<file path="src/core/exc_entry_params.svh">
// Constants for the reset and machine-check exception entry logic.
`ifndef EXC_ENTRY_PARAMS_SVH
`define EXC_ENTRY_PARAMS_SVH

`define EXC_VEC_W        20
`define EXC_VEC_RESET    20'h00100
`define EXC_VEC_MCHK     20'h00200
`define EXC_VEC_NONE     20'h00000
`define EXC_ME_RESET     1'b0
`define EXC_SYNC_STAGES  2

`endif

</file>
<file path="src/core/exc_entry_pkg.sv">
// Types shared by the exception entry logic.
package exc_entry_pkg;
`include "exc_entry_params.svh"

    typedef enum logic [0:0] {
        ST_RUN,
        ST_CHECKSTOP
    } exc_fsm_t;

    typedef struct packed {
        exc_fsm_t               fsm;
        logic                   rst_prev;
        logic                   mcp_prev;
        logic                   pend_rst;
        logic                   pend_mchk;
        logic                   corrupt;
        logic                   me;
        logic                   ckstop;
        logic                   take;
        logic [`EXC_VEC_W-1:0]  vector;
        logic                   saved_ri;
    } exc_state_t;

endpackage : exc_entry_pkg

</file>
<file path="src/core/exc_entry.sv">
// Exception entry logic for system reset and machine check.
module exc_entry
    import exc_entry_pkg::*;
(
    input  wire logic                  mclk,
    input  wire logic                  reset_n,
    input  wire logic                  soft_reset_in_n,
    input  wire logic                  hard_reset_in_n,
    input  wire logic                  machine_check_input_n,
    input  wire logic                  bus_transfer_error_n,
    input  wire logic                  bus_op_own,
    input  wire logic                  addr_parity_err,
    input  wire logic                  data_parity_err,
    input  wire logic                  icache_parity_err,
    input  wire logic                  dcache_parity_err,
    input  wire logic                  state_corrupt,
    input  wire logic                  recoverable_state_bit,
    input  wire logic                  take_ready,
    input  wire logic                  me_wr,
    input  wire logic                  me_wdata,
    output logic                       exc_take,
    output logic [`EXC_VEC_W-1:0]      exc_vector,
    output logic                       saved_ri,
    output logic                       machine_check_enable,
    output logic                       checkstop
);
    import exc_entry_pkg::*;

    exc_state_t  st_r;
    exc_state_t  st_nxt;
    logic [4:0]  pins_raw;
    logic [4:0]  pins_s;
    logic        rst_lvl;
    logic        mcp_lvl;
    logic        tea_lvl;
    logic        rst_evt;
    logic        mchk_evt;
    logic        parity_evt;
    logic        pend_any;
    logic        ri_keep;

    localparam exc_state_t ST_RESET = '{
        fsm:       ST_RUN,
        rst_prev:  1'b0,
        mcp_prev:  1'b0,
        pend_rst:  1'b0,
        pend_mchk: 1'b0,
        corrupt:   1'b0,
        me:        `EXC_ME_RESET,
        ckstop:    1'b0,
        take:      1'b0,
        vector:    `EXC_VEC_NONE,
        saved_ri:  1'b0
    };

    // ------------------------------------------------------------
    // Elaboration checks
    // ------------------------------------------------------------
    // The synchroniser below is built with exactly two stages.
    if (`EXC_SYNC_STAGES != 2) begin : g_bad_sync
        $error("exc_entry: synchroniser depth must be two");
    end

    // ------------------------------------------------------------
    // Pin synchronisers
    // ------------------------------------------------------------
    // The ownership flag travels with the transfer error through the
    // same two stages, so both are seen in the same cycle.
    assign pins_raw = {bus_op_own,
                       ~soft_reset_in_n,
                       ~hard_reset_in_n,
                       ~machine_check_input_n,
                       ~bus_transfer_error_n};

    pin_sync #(
        .W       (5)
    ) u_sync (
        .mclk    (mclk),
        .reset_n (reset_n),
        .d       (pins_raw),
        .rst_val (5'h00),
        .q       (pins_s)
    );

    assign rst_lvl = pins_s[3] | pins_s[2];
    assign mcp_lvl = pins_s[1];
    // Transfer error counts only during an operation we started.
    // qualify transfer error
    assign tea_lvl = pins_s[0] & pins_s[4];

    // ------------------------------------------------------------
    // Event detection
    // ------------------------------------------------------------
    // reset edge detect
    assign rst_evt    = rst_lvl & ~st_r.rst_prev;
    assign parity_evt = addr_parity_err | data_parity_err |
                        icache_parity_err | dcache_parity_err;
    // Transfer errors are pulses per beat, so they are not edge detected.
    // machine check sources
    assign mchk_evt   = (mcp_lvl & ~st_r.mcp_prev) | tea_lvl | parity_evt;

    // ------------------------------------------------------------
    // Next state
    // ------------------------------------------------------------
    // Conditions are latched as pending and taken when the core can
    // accept them; no link to a particular instruction is kept.
    // imprecise pending latch
    always_comb begin
        st_nxt           = st_r;
        pend_any         = 1'b0;
        ri_keep          = 1'b0;
        st_nxt.rst_prev  = rst_lvl;
        st_nxt.mcp_prev  = mcp_lvl;
        st_nxt.take      = 1'b0;
        if (me_wr) begin
            st_nxt.me = me_wdata;
        end
        st_nxt.pend_rst  = st_r.pend_rst | rst_evt;
        st_nxt.pend_mchk = st_r.pend_mchk | mchk_evt;
        pend_any         = st_nxt.pend_rst | st_nxt.pend_mchk;
        // Corruption is only remembered while an entry is pending, so a
        // stale report from an idle period cannot spoil a later entry.
        st_nxt.corrupt   = (st_r.corrupt | state_corrupt) & pend_any;
        ri_keep          = recoverable_state_bit &
                           ~(st_r.corrupt | state_corrupt);
        case (st_r.fsm)
            ST_RUN: begin
                if (st_nxt.pend_rst) begin
                    if (take_ready) begin
                        st_nxt.take      = 1'b1;
                        st_nxt.vector    = `EXC_VEC_RESET;
                        st_nxt.me        = 1'b0;
                        st_nxt.saved_ri  = ri_keep;
                        st_nxt.corrupt   = 1'b0;
                        st_nxt.pend_rst  = 1'b0;
                        // A reset restarts the core, so an older machine
                        // check has nothing left to report against.
                        st_nxt.pend_mchk = 1'b0;
                    end
                end else if (st_nxt.pend_mchk) begin
                    if (!st_r.me) begin
                        st_nxt.fsm       = ST_CHECKSTOP;
                        st_nxt.ckstop    = 1'b1;
                        st_nxt.pend_mchk = 1'b0;
                        st_nxt.corrupt   = 1'b0;
                    end else if (take_ready) begin
                        st_nxt.take      = 1'b1;
                        st_nxt.vector    = `EXC_VEC_MCHK;
                        st_nxt.me        = 1'b0;
                        st_nxt.saved_ri  = ri_keep;
                        st_nxt.corrupt   = 1'b0;
                        st_nxt.pend_mchk = 1'b0;
                    end
                end
            end
            ST_CHECKSTOP: begin
                // Only a system reset leaves the checkstop state.
                st_nxt.pend_mchk = 1'b0;
                if (st_nxt.pend_rst && take_ready) begin
                    st_nxt.fsm      = ST_RUN;
                    st_nxt.ckstop   = 1'b0;
                    st_nxt.take     = 1'b1;
                    st_nxt.vector   = `EXC_VEC_RESET;
                    st_nxt.me       = 1'b0;
                    st_nxt.saved_ri = ri_keep;
                    st_nxt.corrupt  = 1'b0;
                    st_nxt.pend_rst = 1'b0;
                end
            end
            default: begin
                st_nxt.fsm = ST_RUN;
            end
        endcase
    end

    // ------------------------------------------------------------
    // State register
    // ------------------------------------------------------------
    always_ff @(posedge mclk) begin
        if (!reset_n) begin
            st_r <= ST_RESET;
        end else begin
            st_r <= st_nxt;
        end
    end

    // ------------------------------------------------------------
    // Outputs
    // ------------------------------------------------------------
    assign exc_take             = st_r.take;
    assign exc_vector           = st_r.vector;
    assign saved_ri             = st_r.saved_ri;
    assign machine_check_enable = st_r.me;
    assign checkstop            = st_r.ckstop;
endmodule : exc_entry

</file>
<file path="src/core/pin_sync.sv">
// Two-flop synchroniser for asynchronous pin inputs.
module pin_sync #(
    parameter int W = 1
) (
    input  wire logic         mclk,
    input  wire logic         reset_n,
    input  wire logic [W-1:0] d,
    input  wire logic [W-1:0] rst_val,
    output logic      [W-1:0] q
);
    typedef struct packed {
        logic [W-1:0] meta;
        logic [W-1:0] stable;
    } sync_t;

    sync_t st_r;
    sync_t st_nxt;

    // A zero-width bundle has nothing to carry.
    if (W < 1) begin : g_bad_width
        $error("pin_sync: width must be at least one");
    end

    // The first stage feeds only the second stage.
    always_comb begin
        st_nxt.meta   = d;
        st_nxt.stable = st_r.meta;
    end

    always_ff @(posedge mclk) begin
        if (!reset_n) begin
            st_r <= {rst_val, rst_val};
        end else begin
            st_r <= st_nxt;
        end
    end

    assign q = st_r.stable;
endmodule : pin_sync

</file>
<file path="config.mk">
export PLATFORM = sky130hd
export DESIGN_NAME = exc_entry
export DESIGN_NICKNAME = d
export VERILOG_FILES = /design/src/core/exc_entry_pkg.sv /design/src/core/exc_entry.sv /design/src/core/pin_sync.sv
export VERILOG_INCLUDE_DIRS = /design/src /design/src/core
export SDC_FILE = /design/constraint.sdc
export NUM_CORES = 1
export LEC_CHECK = 0
export BUFFER_PORTS_ARGS = -buffer_cell sky130_fd_sc_hd__buf_2
export CORE_MARGIN = 2
export CORE_UTILIZATION = 27
export CTS_CLUSTER_SIZE = 14
export DETAILED_ROUTE_END_ITERATION = 6
export PLACE_DENSITY = 0.6
export SYNTH_ARGS = -nofsm -noshare
export SYNTH_HDL_FRONTEND = slang
export SYNTH_SLANG_ARGS = --single-unit
</file>
<file path="constraint.sdc">
create_clock -name mclk -period 1.36 [get_ports mclk]
set_input_delay 0.068 -clock mclk [delete_from_list [all_inputs] [get_ports mclk]]
set_output_delay 0.068 -clock mclk [all_outputs]
set_load 0.005 [all_outputs]
</file>
# --- Yosys cells after proc, flatten, opt, wreduce, memory -nomap -nowiden ---
# Index checks and enable logic that the tools add are counted.
classes:
  n_eq_ne: 8
  muxes: 22
  bitwise: 23
  reduce_logical: 3
op_table:
  columns: ["op", "n"]
  rows:
  - ["$mux 22", 4]
  - ["$pmux 27 s2", 1]
  - ["$mux 26", 1]
  - ["$mux 25", 1]
  - ["$mux 1", 10]
  - ["$or 1x1->1", 10]
  - ["$ne 3x3->1 const B", 3]
  - ["$not 1->1", 8]
  - ["$mux 3", 2]
  - ["$ne 2x2->1 const B", 3]
  - ["$and 1x1->1", 5]
  - ["$reduce_and 5->1", 1]
  - ["$mux 4", 1]
  - ["$ne 4x4->1 const B", 1]
  - ["$reduce_and 4->1", 1]
  - ["$mux 2", 1]
  - ["$ne 2x1->1 const B", 1]
  - ["$pmux 1 s2", 1]
  - ["$logic_and 1x1->1", 1]
totals:
  ff_bits: 40
  out_inout_bits: 24
  elab_cells: 69

# --- Longest topological paths before layout ---
depth:
  word_depth: 12
  depth_mapped: 4
  mapped_depth_nobuf: 4

# --- By module ---
# From an unflattened synthesis, not the netlist that was laid out.
unflattened:
  hier_cells: 98
  hier_area_um2: 1004.7
modules_own_cells:
  columns: ["module", "n_inst", "cells_per_inst", "area_per_inst_um2"]
  rows:
  - ["exc_entry", 1, 77, 643.1]
  - ["pin_sync", 1, 21, 361.6]

# --- Worst setup path before layout ---
# No wires, ideal clock.
synth_path:
  path_kind: "register to register"
  startpoint: "register st_r[29] (netlist bit)"
  endpoint: "register st_r, in the netlist saved_ri"
  arrival_time_ps: 1010
  required_ps: 1264
  setup_slack_ps: 254
  stages_incl_launch_ff: 5
  path_buffers: 0
  synth_period_minus_slack_ps: 1106
  cell_sequence: "dfxtp_1 nand3b_2 a31oi_4 nor2b_2 o41ai_2"
synth_via:
  elab_chain_cells: 3
synth_lines:
  columns: ["item", "line_no", "text"]
  rows:
  - ["start: declaration", "exc_entry.sv:29", "exc_state_t st_r;"]
  - ["start signal: assignment", "exc_entry.sv:183", "st_r <= st_nxt;"]
  - ["$not 1->1", null, null]
  - ["$ne 4x4->1 (no source line) / $ne 3x3->1 (equally long branches)", null, null]
  - ["$reduce_and 5->1 (no source line)", null, null]
# Several ways; a longest one is shown, not always the timed one.
# A chain may end at the register's enable or synchronous reset.

# --- Worst setup path after layout ---
# Ends and elaborated chain as after synthesis.

==> impl_metrics.toml <==
[status]
outcome = "finished, final reports clean"

[sta]
finalSetupViolCount = 0
period_share = 0.898
fmax_mhz = 819
slew_viol_final = 0
post-route-min-period_ns = 1.22
finalSetupTns_ns = 0
worst_clock_skew_ns = 0.00536
fin_ws_ns = 0.139
hold_viol_final = 0
rsz0062_at_grt = "false"

[routing]
drt-total-wl_um = 1510
wire_per_inst_um = 9.12
antenna_left = 0
via_count = 658
vias_per_cell = 3.96
remaining_drc_errors = 0
dr.pass1.iters = 3
drt_iter0_drc = 5

[power]
p_comb_frac = 0.117
max-vdd-ir-drop_v = 0.000575
switching_share = 0.216
pwr-share-clk = 0.363
seqPwrFrac = 0.520
p_per_area_nw_per_um2 = 1170
p_leak_nw = 0.506
p_int_mw = 1.06
p_sw_mw = 0.292

[setup_path]
crit_required_ns = 1.58
critPathMaxFanout = 5
worst-endpoint-arrival_ns = 1.44
endpoint_kind = "flip-flop"
critPathLaunchType = "flip-flop"
crit_type = "flip-flop to flip-flop"

[global_routing]
grt_pass1_vias = 649
grt_antenna_before_repair = 0
grt_pass1_wl_um = 2600
overflow = 0
grt_max_degree = 23
grt.total_usage = 0.0818

[floorplanning]
die-area_sq_um = 4040
initial_core_util = 0.285
die_h_um = 63.6
ioPinCount = 40
fp-row-count = 21
die_x_um = 63.6
core_area_sq_um = 3360

[logic_synthesis]
synthTopCellsByArea = "dfxtp_1 46%, buf_4 16%, and2_1 4.6%"
yosysTopAreaCell = "dfxtp_1"
synth.distinct_cells = 30
syn_inst = 93
synth_top_area_frac = 0.460
synth-seq-area-share = 0.460
syn_area_sq_um = 958
avgSynthCellArea_sq_um = 10.3
ys_warn_count = 0
synth-seq-cells = 22

[clock_network]
cts_root_buf = "clkbuf_4"
cts-buffers-inserted = 3
clock_path_buffers = 2
htreeDepth = 1
clock-sinks = 22
clk_latency_ns = 0.31
cts_tree = "yes"
clk_pin_slew_ns = 0.12
cts_resized = 0

[hold_path]
worstHoldPathType = "input port to flip-flop"

[finish]
layout-drive-gt1-share = 0.275
num-fill-cells = 353
diodes = 0
nets = 137
final_cells = 166
area_delta_synth_final_pct = 20.0

[place]
dp.cells = 155
gp_congestion = 0.764
dp_slack_ns = 0.153
portBuffers = 21
dp_hpwl_um = 1190

[run]
cap_violations = 0
[Yosys cell counts, drive strengths merged]
master  number
inv          1
nor2b        6
o21ai        4
nand2        4
o31ai        1
clkbuf       2
a31oi        2
a21boi       3
buf         20
nand4b       1
and4bb       1
o21a         1
nor4         1
mux2i        1
dfxtp       22
nor2         3
nor3         3
nor3b        2
a211oi       1
o21ba        1
nand2b       2
conb         1
nand3        1
and2         7
o41ai        1
nand3b       1
[kinds of logic after synthesis]
group / count (synthesis) / share of synthesized area
compound gates: 14 / 0.141
other cells: 1 / 0.00391
mux: 1 / 0.0104
flops: 22 / 0.460
simple gates: 32 / 0.217
buf+inv: 23 / 0.168
[power groups by stage]
stage	logic [mW]	clock network (mW)	registers, mW
6_report	0.158	0.491	0.702
5_1_grt	0.180	0.536	0.707
4_1_cts	0.158	0.506	0.703
3_5_place_dp	0.144	0	0.717
3_3_place_gp	0.140	0	0.715
2_1_floorplan	0.132	0	0.713
[layout by cell type (no fill, tap or decap), types with 2 or more instances in the layout]
cell type / netlist / layout
clkbuf_4: 0 / 3
nand2_1: 4 / 4
nand2b_1: 2 / 2
dfxtp_1: 22 / 22
nor2b_1: 5 / 5
nor2_1: 3 / 3
o21ai_0: 3 / 3
conb_1: 1 / 18
buf_2: 0 / 21
nor3_1: 2 / 2
nor3b_1: 2 / 2
dlygate4sd3_1: 0 / 7
and2_1: 7 / 7
a21boi_1: 3 / 3
[repair_timing]
action                     CTS  global route
setup endpoints to repair    0             0
hold endpoints to repair     6             1
setup buffers                0             0
hold buffers                 6             1
[final cells by class]
cell class	count	area [sq um]	area share
sequential	22	440	0.383
multi-input combinational	65	420	0.366
timing repair buffer	28	175	0.152
tap	46	57.6	0.0501
clock inverter	1	30.0	0.0261
clock buffer	3	22.5	0.0196
inverter	1	3.75	0.00326
[critical path, stage by stage (launching register included)]
cell	delay (ns)
dfxtp_1	0.35
nand3b_2	0.23
a31oi_4	0.21
nor2b_2	0.08
o41ai_2	0.26
[flip-flops by register name (all words and copies together) (netlist names)]
name                  cells
u_sync.st_nxt             5
exc_take                  1
u_sync.q                  5
machine_check_enable      1
checkstop                 1
exc_vector                2
st_r                      6
saved_ri                  1
[stage by stage]
step           utilization  hold slack [ns]  instance area [sq um]  total power [mW]
2_1_floorplan            -            0.140                   1020             0.845
3_3_place_gp         0.305            0.223                   1030             0.855
3_5_place_dp         0.305            0.231                   1030             0.862
4_1_cts              0.339          0.00176                   1140              1.37
5_1_grt              0.342           0.0101                   1150              1.42
6_report             0.342          0.00945                   1150              1.35
[final timing paths]
kind                                       start           to  slack (ns)  cells past startpoint
worst min register to register  u_sync.st_nxt[4]  u_sync.q[4]        0.45                      1
worst max register to register          st_r[29]     saved_ri        0.14                      4
worst max-delay path                    st_r[29]     saved_ri        0.14                      4
worst min-delay path                  take_ready     st_r[26]       0.009                      2
[layer usage]
metal	GRT usage	vias to the layer above	share of wire
met5	0	-	0
li1	-	328	-
met4	0.0408	0	0.0092
met3	0.0411	2	0.079
met1	0.0740	299	0.40
met2	0.149	29	0.51
No activity file was read; power rests on OpenSTA's default activity.
